File: src/logic/path_switch_pkg.sv
/*
 * Constants shared by the modem path switch and its debouncer.
 * Assumes a 100 MHz board clock.
 */
package path_switch_pkg;

   // ************************************************************
   // Clock and times.
   // ************************************************************
   localparam int CLK_HZ = 100_000_000;
   localparam int DEBOUNCE_MS = 10;
   localparam int CMD_HOLD_MS = 1000;
   localparam int BLINK_MS = 50;
   localparam int DEBOUNCE_CYCLES = (CLK_HZ / 1000) * DEBOUNCE_MS;
   localparam int CMD_HOLD_CYCLES = (CLK_HZ / 1000) * CMD_HOLD_MS;
   localparam int BLINK_CYCLES = (CLK_HZ / 1000) * BLINK_MS;

   // ************************************************************
   // Register map (byte addresses) and reset values.
   // ************************************************************
   localparam logic [3:0] REG_CTRL = 4'h0;
   localparam logic [3:0] REG_STATUS = 4'h4;
   localparam logic [3:0] REG_SIGNAL = 4'h8;
   localparam logic [3:0] REG_SENS = 4'hc;
   localparam logic [1:0] CTRL_RESET_VAL = 2'h0;
   localparam logic [7:0] SIGNAL_RESET_VAL = 8'h80;
   localparam logic [7:0] SENS_RESET_VAL = 8'h92;
   localparam int CTRL_MOD_RST_BIT = 0;
   localparam int CTRL_CMD_REQ_BIT = 1;
   localparam int STATUS_CMD_SEEN_BIT = 7;

   // ************************************************************
   // Fade margin thresholds in dB.
   // ************************************************************
   localparam logic signed [8:0] FADE_VERY_STRONG = 9'sh01e;
   localparam logic signed [8:0] FADE_STRONG = 9'sh014;
   localparam logic signed [8:0] FADE_MODERATE = 9'sh00a;

   // ************************************************************
   // Data path routes.
   // ************************************************************
   typedef enum logic [1:0] {
      ROUTE_CROSS = 2'h0,
      ROUTE_RADIO = 2'h1,
      ROUTE_PHONE = 2'h2
   } route_t;

   localparam logic [7:0] DATA_RESET_VAL = 8'h00;

endpackage

File: src/logic/modem_path_switch.sv
/*
 * Serial path switch, panel controls and indicator drive of the radio modem.
 * Assumes byte streams from the host, radio and telephone modules on clk,
 * host handshake and panel contacts arriving asynchronously from pins,
 * and software on an Avalon-MM slave port with waitrequest.
 */
// How it works
// - Terminal-ready and request-to-send both asserted route the host to the radio.
// - Terminal-ready asserted, request-to-send negated route the host to the telephone.
// - Terminal-ready negated joins radio and telephone, host isolated.
// - Panel switch off holds request-to-send inactive; on passes the host line.
// - The reset button holds both modules in reset.
// - Both buttons, reset released, config released a second later enters command mode.
// - Bar graph lights three, two, one or no LEDs by fade margin.
// - Fade margin is signal strength minus receiver sensitivity.
// - Power LED stays lit and blinks off on each radio transmission.
// - Yellow shows traffic to the host, green traffic from the host.
// - Carrier LED lights while the telephone reports line up and carrier.
`timescale 1ns/1ps
module modem_path_switch #(
   parameter int DEBOUNCE_CYCLES = path_switch_pkg::DEBOUNCE_CYCLES,
   parameter int CMD_HOLD_CYCLES = path_switch_pkg::CMD_HOLD_CYCLES,
   parameter int BLINK_CYCLES = path_switch_pkg::BLINK_CYCLES
) (
   // Clocking.
   input wire logic clk,
   input wire logic sys_rst,
   input wire logic ce,
   // Avalon-MM slave.
   input wire logic [3:0] avs_address,
   input wire logic avs_read,
   input wire logic avs_write,
   input wire logic [31:0] avs_writedata,
   input wire logic [3:0] avs_byteenable,
   output logic [31:0] avs_readdata,
   output logic avs_waitrequest,
   // Host handshake pins and panel contacts.
   input wire logic host_dtr,
   input wire logic host_rts,
   input wire logic reset_button,
   input wire logic config_button,
   input wire logic rts_panel_switch,
   // Host byte streams.
   input wire logic host_in_valid,
   input wire logic [7:0] host_in_data,
   output logic host_in_ready,
   output logic host_out_valid,
   output logic [7:0] host_out_data,
   input wire logic host_out_ready,
   // Radio module.
   input wire logic radio_out_valid,
   input wire logic [7:0] radio_out_data,
   output logic radio_out_ready,
   output logic radio_in_valid,
   output logic [7:0] radio_in_data,
   input wire logic radio_in_ready,
   input wire logic radio_tx_active,
   output logic radio_rst,
   output logic cmd_mode_entry,
   // Telephone module.
   input wire logic phone_out_valid,
   input wire logic [7:0] phone_out_data,
   output logic phone_out_ready,
   output logic phone_in_valid,
   output logic [7:0] phone_in_data,
   input wire logic phone_in_ready,
   input wire logic phone_line_up,
   input wire logic phone_dcd,
   output logic phone_rst,
   output logic rts_to_modules,
   // Indicators.
   output logic led_power,
   output logic led_serial_out,
   output logic led_serial_in,
   output logic [2:0] led_signal,
   output logic led_carrier
);
   typedef enum logic [1:0] {
      CMD_IDLE = 2'h0,
      CMD_BOTH = 2'h1,
      CMD_HOLD = 2'h2
   } cmd_state_t;

   // ************************************************************
   // Pin synchronisers and debounced panel contacts.
   // ************************************************************
   logic dtr_a, dtr_s, rts_a, rts_s;
   logic reset_db, config_db, panel_db;
   logic dtr_on, rts_on;

   always_ff @(posedge clk) begin
      if (sys_rst) begin
         dtr_a <= 1'b0;
         dtr_s <= 1'b0;
         rts_a <= 1'b0;
         rts_s <= 1'b0;
      end else if (ce) begin
         dtr_a <= host_dtr;
         dtr_s <= dtr_a;
         rts_a <= host_rts;
         rts_s <= rts_a;
      end
   end

   input_debounce #(.CYCLES(DEBOUNCE_CYCLES)) u_reset_db (.clk(clk), .sys_rst(sys_rst), .ce(ce),
      .raw(reset_button), .clean(reset_db));
   input_debounce #(.CYCLES(DEBOUNCE_CYCLES)) u_config_db (.clk(clk), .sys_rst(sys_rst), .ce(ce),
      .raw(config_button), .clean(config_db));
   input_debounce #(.CYCLES(DEBOUNCE_CYCLES)) u_panel_db (.clk(clk), .sys_rst(sys_rst), .ce(ce),
      .raw(rts_panel_switch), .clean(panel_db));

   assign dtr_on = dtr_s;
   assign rts_on = panel_db && rts_s;

   // ************************************************************
   // Route selection.
   // ************************************************************
   path_switch_pkg::route_t route;

   always_ff @(posedge clk) begin
      if (sys_rst) begin
         route <= path_switch_pkg::ROUTE_CROSS;
         rts_to_modules <= 1'b0;
      end else if (ce) begin
         rts_to_modules <= rts_on;
         if (!dtr_on) begin
            route <= path_switch_pkg::ROUTE_CROSS;
         end else if (rts_on) begin
            route <= path_switch_pkg::ROUTE_RADIO;
         end else begin
            route <= path_switch_pkg::ROUTE_PHONE;
         end
      end
   end

   chk_route_radio: assert property (@(posedge clk) disable iff (sys_rst)
      (ce && dtr_on && rts_on) |=> (route == path_switch_pkg::ROUTE_RADIO))
      else $error("host not routed to radio");
   chk_route_phone: assert property (@(posedge clk) disable iff (sys_rst)
      (ce && dtr_on && !rts_on) |=> (route == path_switch_pkg::ROUTE_PHONE))
      else $error("host not routed to telephone");
   chk_rts_panel: assert property (@(posedge clk) disable iff (sys_rst)
      (ce && !panel_db) |=> !rts_to_modules)
      else $error("request-to-send passed with panel switch off");

   // ************************************************************
   // Stream switching through two-entry buffers.
   // ************************************************************
   logic rbuf_valid, rbuf_ready, pbuf_valid, pbuf_ready, hbuf_valid, hbuf_ready;
   logic [7:0] rbuf_data, pbuf_data, hbuf_data;
   logic to_radio, to_phone, crossed;

   assign to_radio = (route == path_switch_pkg::ROUTE_RADIO);
   assign to_phone = (route == path_switch_pkg::ROUTE_PHONE);
   assign crossed = (route == path_switch_pkg::ROUTE_CROSS);

   always_comb begin
      rbuf_valid = (to_radio && host_in_valid) || (crossed && phone_out_valid);
      rbuf_data = to_radio ? host_in_data : phone_out_data;
      pbuf_valid = (to_phone && host_in_valid) || (crossed && radio_out_valid);
      pbuf_data = to_phone ? host_in_data : radio_out_data;
      hbuf_valid = (to_radio && radio_out_valid) || (to_phone && phone_out_valid);
      hbuf_data = to_radio ? radio_out_data : phone_out_data;
      host_in_ready = (to_radio && rbuf_ready) || (to_phone && pbuf_ready);
      radio_out_ready = (to_radio && hbuf_ready) || (crossed && pbuf_ready);
      phone_out_ready = (to_phone && hbuf_ready) || (crossed && rbuf_ready);
   end

   pair_buffer #(.WIDTH(8)) u_radio_buf (.clk(clk), .sys_rst(sys_rst), .ce(ce),
      .in_valid(rbuf_valid), .in_data(rbuf_data), .in_ready(rbuf_ready),
      .out_valid(radio_in_valid), .out_data(radio_in_data), .out_ready(radio_in_ready));
   pair_buffer #(.WIDTH(8)) u_phone_buf (.clk(clk), .sys_rst(sys_rst), .ce(ce),
      .in_valid(pbuf_valid), .in_data(pbuf_data), .in_ready(pbuf_ready),
      .out_valid(phone_in_valid), .out_data(phone_in_data), .out_ready(phone_in_ready));
   pair_buffer #(.WIDTH(8)) u_host_buf (.clk(clk), .sys_rst(sys_rst), .ce(ce),
      .in_valid(hbuf_valid), .in_data(hbuf_data), .in_ready(hbuf_ready),
      .out_valid(host_out_valid), .out_data(host_out_data), .out_ready(host_out_ready));

   // Bytes already in the host buffer may drain, but no new byte enters it.
   chk_route_cross: assert property (@(posedge clk) disable iff (sys_rst)
      crossed |-> (!host_in_ready && !hbuf_valid))
      else $error("host not isolated while modules are joined");

   // ************************************************************
   // Module reset and command-mode entry sequence.
   // ************************************************************
   cmd_state_t cmd_state;
   logic [31:0] hold_cnt;
   logic hold_done;
   logic [1:0] ctrl;
   logic cmd_seen;
   logic cmd_clear;

   assign hold_done = (hold_cnt >= 32'(CMD_HOLD_CYCLES));

   always_ff @(posedge clk) begin
      if (sys_rst) begin
         radio_rst <= 1'b0;
         phone_rst <= 1'b0;
      end else if (ce) begin
         radio_rst <= reset_db || ctrl[path_switch_pkg::CTRL_MOD_RST_BIT];
         phone_rst <= reset_db || ctrl[path_switch_pkg::CTRL_MOD_RST_BIT];
      end
   end

   always_ff @(posedge clk) begin
      if (sys_rst) begin
         cmd_state <= CMD_IDLE;
         hold_cnt <= 32'h0;
         cmd_mode_entry <= 1'b0;
      end else if (ce) begin
         cmd_mode_entry <= 1'b0;
         unique case (cmd_state)
            CMD_IDLE: begin
               if (reset_db && config_db) begin
                  cmd_state <= CMD_BOTH;
               end
            end
            CMD_BOTH: begin
               hold_cnt <= 32'h0;
               if (!config_db) begin
                  cmd_state <= CMD_IDLE;
               end else if (!reset_db) begin
                  cmd_state <= CMD_HOLD;
               end
            end
            CMD_HOLD: begin
               if (reset_db) begin
                  cmd_state <= CMD_BOTH;
               end else if (!config_db) begin
                  cmd_mode_entry <= hold_done;
                  cmd_state <= CMD_IDLE;
               end else if (!hold_done) begin
                  hold_cnt <= hold_cnt + 32'h1;
               end
            end
         endcase
         if (ctrl[path_switch_pkg::CTRL_CMD_REQ_BIT]) begin
            cmd_mode_entry <= 1'b1;
         end
      end
   end

   always_ff @(posedge clk) begin
      if (sys_rst) begin
         cmd_seen <= 1'b0;
      end else if (ce) begin
         if (cmd_mode_entry) begin
            cmd_seen <= 1'b1;
         end else if (cmd_clear) begin
            cmd_seen <= 1'b0;
         end
      end
   end

   chk_module_reset: assert property (@(posedge clk) disable iff (sys_rst)
      (ce && reset_db) |=> (radio_rst && phone_rst))
      else $error("modules not held in reset while button pressed");
   chk_cmd_timing: assert property (@(posedge clk) disable iff (sys_rst)
      (cmd_mode_entry && !$past(ctrl[path_switch_pkg::CTRL_CMD_REQ_BIT]))
      |-> ($past(cmd_state) == CMD_HOLD && $past(hold_done) && !$past(config_db)))
      else $error("command mode entered without the timed release");

   // ************************************************************
   // Fade margin bar graph, activity and carrier indicators.
   // ************************************************************
   logic [7:0] signal_dbm, sens_dbm;
   logic signed [9:0] fade;
   logic [2:0] act_event;
   logic [2:0] act_led;
   logic [31:0] act_cnt [3];

   assign fade = $signed({{2{signal_dbm[7]}}, signal_dbm}) - $signed({{2{sens_dbm[7]}}, sens_dbm});
   assign act_event = {host_out_valid && host_out_ready, host_in_valid && host_in_ready, radio_tx_active};

   always_ff @(posedge clk) begin
      if (sys_rst) begin
         led_signal <= 3'h0;
         led_carrier <= 1'b0;
      end else if (ce) begin
         led_carrier <= phone_line_up && phone_dcd;
         if (fade > path_switch_pkg::FADE_VERY_STRONG) begin
            led_signal <= 3'h7;
         end else if (fade > path_switch_pkg::FADE_STRONG) begin
            led_signal <= 3'h3;
         end else if (fade > path_switch_pkg::FADE_MODERATE) begin
            led_signal <= 3'h1;
         end else begin
            led_signal <= 3'h0;
         end
      end
   end

   // Each event lights or darkens its LED for a visible stretch.
   for (genvar i = 0; i < 3; i++) begin : g_act
      always_ff @(posedge clk) begin
         if (sys_rst) begin
            act_cnt[i] <= 32'h0;
            act_led[i] <= 1'b0;
         end else if (ce) begin
            if (act_event[i]) begin
               act_cnt[i] <= 32'(BLINK_CYCLES);
               act_led[i] <= 1'b1;
            end else if (act_cnt[i] != 32'h0) begin
               act_cnt[i] <= act_cnt[i] - 32'h1;
               act_led[i] <= 1'b1;
            end else begin
               act_led[i] <= 1'b0;
            end
         end
      end
   end

   assign led_power = !act_led[0];
   assign led_serial_in = act_led[1];
   assign led_serial_out = act_led[2];

   chk_bar_three: assert property (@(posedge clk) disable iff (sys_rst)
      (ce && fade > path_switch_pkg::FADE_VERY_STRONG) |=> (led_signal == 3'h7))
      else $error("three bars not shown above top threshold");
   chk_bar_none: assert property (@(posedge clk) disable iff (sys_rst)
      (ce && fade <= path_switch_pkg::FADE_MODERATE) |=> (led_signal == 3'h0))
      else $error("bars shown at weak fade margin");
   chk_fade_source: assert property (@(posedge clk) disable iff (sys_rst)
      (ce && ($signed(signal_dbm) - $signed(sens_dbm)) > 20 && ($signed(signal_dbm) - $signed(sens_dbm)) <= 30)
      |=> (led_signal == 3'h3))
      else $error("two bars not shown for strength minus sensitivity");
   chk_power_blink: assert property (@(posedge clk) disable iff (sys_rst)
      (ce && radio_tx_active) |=> !led_power)
      else $error("power LED not dark during transmission");
   chk_host_traffic: assert property (@(posedge clk) disable iff (sys_rst)
      (ce && host_out_valid && host_out_ready) |=> led_serial_out ##0 1'b1)
      else $error("traffic to host not shown");
   chk_carrier_led: assert property (@(posedge clk) disable iff (sys_rst)
      (ce && !(phone_line_up && phone_dcd)) |=> !led_carrier)
      else $error("carrier LED lit without line and carrier");

   // ************************************************************
   // Avalon-MM register slave, one wait state on every access.
   // ************************************************************
   logic ack;
   logic req;
   logic [31:0] status_word;

   assign req = avs_read || avs_write;
   assign avs_waitrequest = req && !ack;
   assign status_word = {21'h0, led_signal, cmd_seen, panel_db, config_db, reset_db, rts_on, dtr_on, route};
   assign cmd_clear = ack && avs_write && (avs_address == path_switch_pkg::REG_STATUS) && avs_byteenable[0]
      && avs_writedata[path_switch_pkg::STATUS_CMD_SEEN_BIT];

   always_ff @(posedge clk) begin
      if (sys_rst) begin
         ack <= 1'b0;
         avs_readdata <= 32'h0;
      end else if (ce) begin
         ack <= req && !ack;
         if (avs_read && !ack) begin
            unique case (avs_address)
               path_switch_pkg::REG_CTRL: avs_readdata <= {30'h0, ctrl};
               path_switch_pkg::REG_STATUS: avs_readdata <= status_word;
               path_switch_pkg::REG_SIGNAL: avs_readdata <= {24'h0, signal_dbm};
               path_switch_pkg::REG_SENS: avs_readdata <= {24'h0, sens_dbm};
               default: avs_readdata <= 32'h0;
            endcase
         end
      end
   end

   always_ff @(posedge clk) begin
      if (sys_rst) begin
         ctrl <= path_switch_pkg::CTRL_RESET_VAL;
         signal_dbm <= path_switch_pkg::SIGNAL_RESET_VAL;
         sens_dbm <= path_switch_pkg::SENS_RESET_VAL;
      end else if (ce) begin
         ctrl[path_switch_pkg::CTRL_CMD_REQ_BIT] <= 1'b0;
         if (ack && avs_write && avs_byteenable[0]) begin
            if (avs_address == path_switch_pkg::REG_CTRL) begin
               ctrl <= avs_writedata[1:0];
            end
            if (avs_address == path_switch_pkg::REG_SIGNAL) begin
               signal_dbm <= avs_writedata[7:0];
            end
            if (avs_address == path_switch_pkg::REG_SENS) begin
               sens_dbm <= avs_writedata[7:0];
            end
         end
      end
   end

endmodule // modem_path_switch

File: src/logic/input_debounce.sv
/*
 * Two-flop synchroniser followed by a stability filter for one contact.
 * Assumes the contact is active high after the panel circuitry.
 */
`timescale 1ns/1ps
module input_debounce #(
   parameter int CYCLES = path_switch_pkg::DEBOUNCE_CYCLES
) (
   // Clocking.
   input wire logic clk,
   input wire logic sys_rst,
   input wire logic ce,
   // Contact.
   input wire logic raw,
   output logic clean
);
   logic sync_a;
   logic sync_b;
   logic [31:0] cnt;

   always_ff @(posedge clk) begin
      if (sys_rst) begin
         sync_a <= 1'b0;
         sync_b <= 1'b0;
      end else if (ce) begin
         sync_a <= raw;
         sync_b <= sync_a;
      end
   end

   // The output follows only once the input has differed for the full time.
   always_ff @(posedge clk) begin
      if (sys_rst) begin
         cnt <= 32'h0;
         clean <= 1'b0;
      end else if (ce) begin
         if (sync_b == clean) begin
            cnt <= 32'h0;
         end else if (cnt >= 32'(CYCLES - 1)) begin
            cnt <= 32'h0;
            clean <= sync_b;
         end else begin
            cnt <= cnt + 32'h1;
         end
      end
   end

   chk_debounce_hold: assert property (@(posedge clk) disable iff (sys_rst)
      (clean != $past(clean)) |-> ($past(cnt) >= 32'(CYCLES - 1)))
      else $error("debounced level changed before the filter time");

endmodule // input_debounce

File: src/logic/pair_buffer.sv
/*
 * Two-entry buffer with valid and ready on both sides.
 * Assumes source and sink share the clock.
 */
`timescale 1ns/1ps
module pair_buffer #(
   parameter int WIDTH = 8
) (
   // Clocking.
   input wire logic clk,
   input wire logic sys_rst,
   input wire logic ce,
   // Filling side.
   input wire logic in_valid,
   input wire logic [WIDTH-1:0] in_data,
   output logic in_ready,
   // Draining side.
   output logic out_valid,
   output logic [WIDTH-1:0] out_data,
   input wire logic out_ready
);
   logic [WIDTH-1:0] mem [2];
   logic wr_ptr;
   logic rd_ptr;
   logic [1:0] count;
   logic push;
   logic pop;

   assign in_ready = (count != 2'h2);
   assign out_valid = (count != 2'h0);
   assign out_data = mem[rd_ptr];
   assign push = ce && in_valid && in_ready;
   assign pop = ce && out_valid && out_ready;

   always_ff @(posedge clk) begin
      if (sys_rst) begin
         wr_ptr <= 1'b0;
         rd_ptr <= 1'b0;
         count <= 2'h0;
         mem[0] <= '0;
         mem[1] <= '0;
      end else begin
         if (push) begin
            mem[wr_ptr] <= in_data;
            wr_ptr <= ~wr_ptr;
         end
         if (pop) begin
            rd_ptr <= ~rd_ptr;
         end
         count <= count + {1'b0, push} - {1'b0, pop};
      end
   end

endmodule // pair_buffer

File: config.mk
export PLATFORM = sky130hd
export DESIGN_NAME = modem_path_switch
export DESIGN_NICKNAME = d
export VERILOG_FILES = /design/src/logic/path_switch_pkg.sv /design/src/logic/modem_path_switch.sv /design/src/logic/input_debounce.sv /design/src/logic/pair_buffer.sv
export SDC_FILE = /design/constraint.sdc
export NUM_CORES = 1
export LEC_CHECK = 0
export ABC_AREA = 1
export ABC_CLOCK_PERIOD_IN_PS = 3650
export BUFFER_PORTS_ARGS = -buffer_cell sky130_fd_sc_hd__buf_2
export CAP_MARGIN = 20
export CORE_MARGIN = 10
export CORE_UTILIZATION = 30
export DETAILED_ROUTE_END_ITERATION = 6
export SYNTH_ARGS = -nofsm -noshare
export SYNTH_HDL_FRONTEND = slang
export SYNTH_SLANG_ARGS = --single-unit
export TNS_END_PERCENT = 30
File: constraint.sdc
create_clock -name clk -period 3.65 [get_ports clk]
set_input_delay 0.1825 -clock clk [delete_from_list [all_inputs] [get_ports clk]]
set_output_delay 0.1825 -clock clk [all_outputs]
set_load 0.01 [all_outputs]
==> metrics.txt <==
# TYPE chip_impl_metric gauge
chip_impl_info{name="cts_tree",value="built"} 1
chip_impl_metric{name="slew_viol_final",unit=""} 0
chip_impl_metric{name="die_height",unit="µm"} 266.4
chip_impl_metric{name="syn_inst",unit=""} 2353
chip_impl_metric{name="min_cycle_time_layout",unit="ps"} 2878
chip_impl_metric{name="area_taken_by_multi_input_logic_gates",unit="µm²"} 8249
chip_impl_metric{name="first_pass_iters",unit=""} 5
chip_impl_metric{name="worst-slew-pin-transition",unit="ps"} 927.4
chip_impl_metric{name="grt_first_pass_wirelength",unit="µm"} 74470
chip_impl_metric{name="clock_insertion_delay_worst_skew",unit="ps"} 560
chip_impl_metric{name="static-leakage-power",unit="nW"} 8.299
chip_impl_metric{name="cts_made_buffers",unit=""} 40
chip_impl_info{name="min_path_type",value="in2reg"} 1
chip_impl_metric{name="floorplan.io_pins",unit=""} 157
chip_impl_metric{name="number_of_nets_still_failing_antenna_checks_after_routing",unit=""} 0
chip_impl_metric{name="postLayoutSetupSlackWorst",unit="ps"} 771.8
chip_impl_metric{name="path_clk_slew",unit="ps"} 60
chip_impl_metric{name="power.density",unit="nW/µm²"} 441.2
chip_impl_info{name="synth_largest_area_cell",value="edfxtp_1"} 1
chip_impl_metric{name="worstPathMaxFanout",unit=""} 30
chip_impl_metric{name="post_dp_cell_area",unit="µm²"} 19380
chip_impl_metric{name="cell_area_after_technology_mapping",unit="µm²"} 18220
chip_impl_metric{name="viasPerCell",unit=""} 4.711
chip_impl_metric{name="port_buffers",unit=""} 108
chip_impl_metric{name="dr_total_vias",unit=""} 15410
chip_impl_info{name="ys_top_cells_by_area",value="edfxtp_1 24%, dfxtp_1 22%, nand2_1 8.7%, nor2_1 7.7%, inv_1 6.3%"} 1
chip_impl_metric{name="max_cap_violations",unit=""} 0
chip_impl_metric{name="max_slew_margin_vs_limit",unit=""} 0.3817
chip_impl_metric{name="peakVddDrop",unit="mV"} 0.2994
chip_impl_metric{name="sum_of_negative_setup_slack",unit="ps"} 0
chip_impl_metric{name="preCtsSetupSlack",unit="ps"} 797.3
chip_impl_metric{name="yosysWarnings",unit=""} 0
chip_impl_info{name="worstSetupStartpointType",value="flip-flop"} 1
chip_impl_info{name="synthFlopType",value="dfxtp_1"} 1
chip_impl_metric{name="ctsHtreeMaxLevel",unit=""} 2
chip_impl_metric{name="die_area",unit="µm²"} 70980
chip_impl_metric{name="finalWeightedCongestion",unit=""} 0.8544
chip_impl_metric{name="post_synth_edffs",unit=""} 144
chip_impl_metric{name="finalClockSkew",unit="ps"} 25.66
chip_impl_metric{name="register_area",unit="µm²"} 8348
chip_impl_info{name="timing.setup.critical_path_class",value="reg2reg"} 1
chip_impl_metric{name="setup-violations-final",unit=""} 0
chip_impl_metric{name="final.period_utilization",unit=""} 0.7885
chip_impl_metric{name="timing.critical_path.required",unit="ps"} 3850
chip_impl_metric{name="routedWlPerCell",unit="µm"} 13.97
chip_impl_metric{name="worst_ep_arrival_time",unit="ps"} 3080
chip_impl_metric{name="syn_to_final_growth",unit="%"} 14.64
chip_impl_metric{name="critPathMaxStageDelay",unit="ps"} 690
chip_impl_metric{name="cts.sinks",unit=""} 345
chip_impl_metric{name="synth_seq_area_share",unit=""} 0.4582
chip_impl_metric{name="design.final.nets",unit=""} 2567
chip_impl_metric{name="rows",unit=""} 90
chip_impl_metric{name="synthDominantCellAreaShare",unit=""} 0.2374
chip_impl_metric{name="vias_in_the_first_global_route",unit=""} 14580
chip_impl_info{name="cts_root_buf",value="clkbuf_16"} 1
chip_impl_info{name="commonest_cells_in_the_netlist",value="424 x nand2_1, 375 x nor2_1, 305 x inv_1"} 1
chip_impl_metric{name="average_size_of_a_mapped_cell",unit="µm²"} 7.742
chip_impl_metric{name="initial_core_util",unit=""} 0.3024
chip_impl_metric{name="critical_path.n_buffers_inverters",unit=""} 2
chip_impl_info{name="rsz_0062_raised_after_global_routing",value="no"} 1
chip_impl_metric{name="gr-usage-all-layers",unit=""} 0.1256
chip_impl_info{name="run_status",value="completed"} 1
chip_impl_metric{name="drc",unit=""} 0
chip_impl_info{name="cp-end-kind",value="flip-flop"} 1
chip_impl_metric{name="drive_gt1_frac",unit=""} 0.09964
chip_impl_metric{name="n_fill_cell",unit=""} 6345
chip_impl_metric{name="synth_seq_cells",unit=""} 345
chip_impl_metric{name="placeable_core_region",unit="µm²"} 60250
chip_impl_metric{name="place_hpwl",unit="µm"} 31850
chip_impl_metric{name="cts_setup_buffers",unit=""} 0
chip_impl_metric{name="antenna_violations_before_repair",unit=""} 3
chip_impl_metric{name="final-hold-violation-count",unit=""} 0
chip_impl_info{name="cpMaxStageDelayCell",value="dfxtp_1"} 1
chip_impl_metric{name="synth_cell_types",unit=""} 61
chip_impl_metric{name="layout.cell_area.non_filler",unit="µm²"} 20880
chip_impl_info{name="library_cell_appearing_most_often_on_the_critical_path",value="nand2_1"} 1
chip_impl_info{name="timing.critical_path.max_delay_family",value="simple AND/OR/NAND/NOR gates"} 1
chip_impl_metric{name="async_flop_share",unit=""} 0
chip_impl_info{name="post-synth-top-count-cell",value="nand2_1"} 1
chip_impl_metric{name="drt-initial-drc-count",unit=""} 932
chip_impl_metric{name="clock.fmax",unit="MHz"} 347.4
chip_impl_metric{name="die_x",unit="µm"} 266.4
chip_impl_metric{name="grt_start_max_net_pins",unit=""} 85
chip_impl_info{name="cells_along_the_critical_path",value="nand2_1 > o22ai_1 > nand2_1 > inv_2 > o21ai_0 > nand2_1 > buf_4"} 1
chip_impl_metric{name="clock_tree_buf_depth",unit=""} 3
chip_impl_metric{name="routed_wl",unit="µm"} 45710
chip_impl_metric{name="antenna-diode-count",unit=""} 0
chip_impl_metric{name="overflow",unit=""} 0
## path summary, 6_finish.rpt
check                      startpoint                  end  slack, ps  cells past startpoint
setup / recovery             route[0]        act_cnt[1][2]        770                      7
hold / removal         phone_in_ready            flip-flop         40                      4
setup reg to reg             route[0]        act_cnt[1][2]        770                      7
hold reg to reg   u_config_db.cnt[30]  u_config_db.cnt[30]        430                      2
## placed cells by master (no fill, tap or decap), types with 60 or more instances in the layout
cell	count
dfxtp_1	201
edfxtp_1	144
a21oi_1	100
nand2_1	424
xor2_1	67
inv_1	304
o21ai_0	105
o22ai_1	60
buf_2	107
nor3_1	66
nor2_1	374
nand3_1	169
## kinds of logic (layout without fill, tap and decap cells)
family,after synthesis,count (layout),share of synthesized area
simple gates,1145,1145,0.2733
fa+ha+maj,26,26,0.01827
flops,345,345,0.4582
buf+inv,407,523,0.09348
other cells,1,21,0.0002058
xor+xnor,97,97,0.04663
compound gates,308,308,0.09505
mux,24,24,0.01484
## final cells by class
type	instances	share of cell area
clock inverters	8	0.004074
inverters	313	0.05632
repair buffers	137	0.03930
clock buffers	65	0.05871
flip-flops and latches	345	0.3997
well taps	782	0.04685
multi-input cells	1621	0.3950
## power by group
part | switching, W | internal [W] | total [W] | leakage (nW)
Sequential | 0.000118 | 0.00419 | 0.00430 | 3.17
Combinational | 0.000611 | 0.000296 | 0.000907 | 4.48
Clock | 0.00163 | 0.00237 | 0.00400 | 0.646
Total | 0.00236 | 0.00686 | 0.00921 | 8.30
## worst reg2reg max path: stages (launching register included)
cell	delay (ps)
dfxtp_1	690
nand2_1	530
o22ai_1	340
nand2_1	120
inv_2	90
o21ai_0	140
nand2_1	180
buf_4	400
## routing by layer
| layer | part of all wire | GRT usage |
|---|---|---|
| met3 | 0.071 | 0.03221 |
| met2 | 0.43 | 0.1970 |
| met1 | 0.48 | 0.1697 |
| met5 | 0.00028 | 0 |
| met4 | 0.016 | 0.03042 |
## registers in the layout, indices dropped and copies added (netlist names), 2 cells and up, named ones only
register	flops
act_cnt	96
hold_cnt	32
u_config_db.cnt	32
u_panel_db.cnt	32
u_reset_db.cnt	32
u_host_buf.mem	16
u_phone_buf.mem	16
u_radio_buf.mem	16
avs_readdata	11
sens_dbm	8
signal_dbm	8
led_signal	3
cmd_state	2
ctrl	2
route	2
u_host_buf.count	2
u_phone_buf.count	2
u_radio_buf.count	2
## through the flow
| step | hold slack [ps] | cells | total power (W) | utilization |
|---|---|---|---|---|
| finish | 43.47 | 3271 | 0.009214 | 0.3466 |
| global route | 48.41 | 3271 | 0.009623 | 0.3466 |
| CTS | 7.350 | 3271 | 0.009353 | 0.3466 |
| detailed placement | 397.7 | 3179 | 0.005281 | 0.3217 |
| global placement | 390.6 | 3179 | 0.005276 | 0.3217 |
| floorplan | 295.2 | 2373 | 0.005016 | - |
## what timing repair did
action | 4_1_cts | 5_1_grt
gates resized for setup | 0 | 0
hold buffers | 19 | 0
endpoints found under the hold margin | 30 | 0
(Power assumes the default switching activity.)
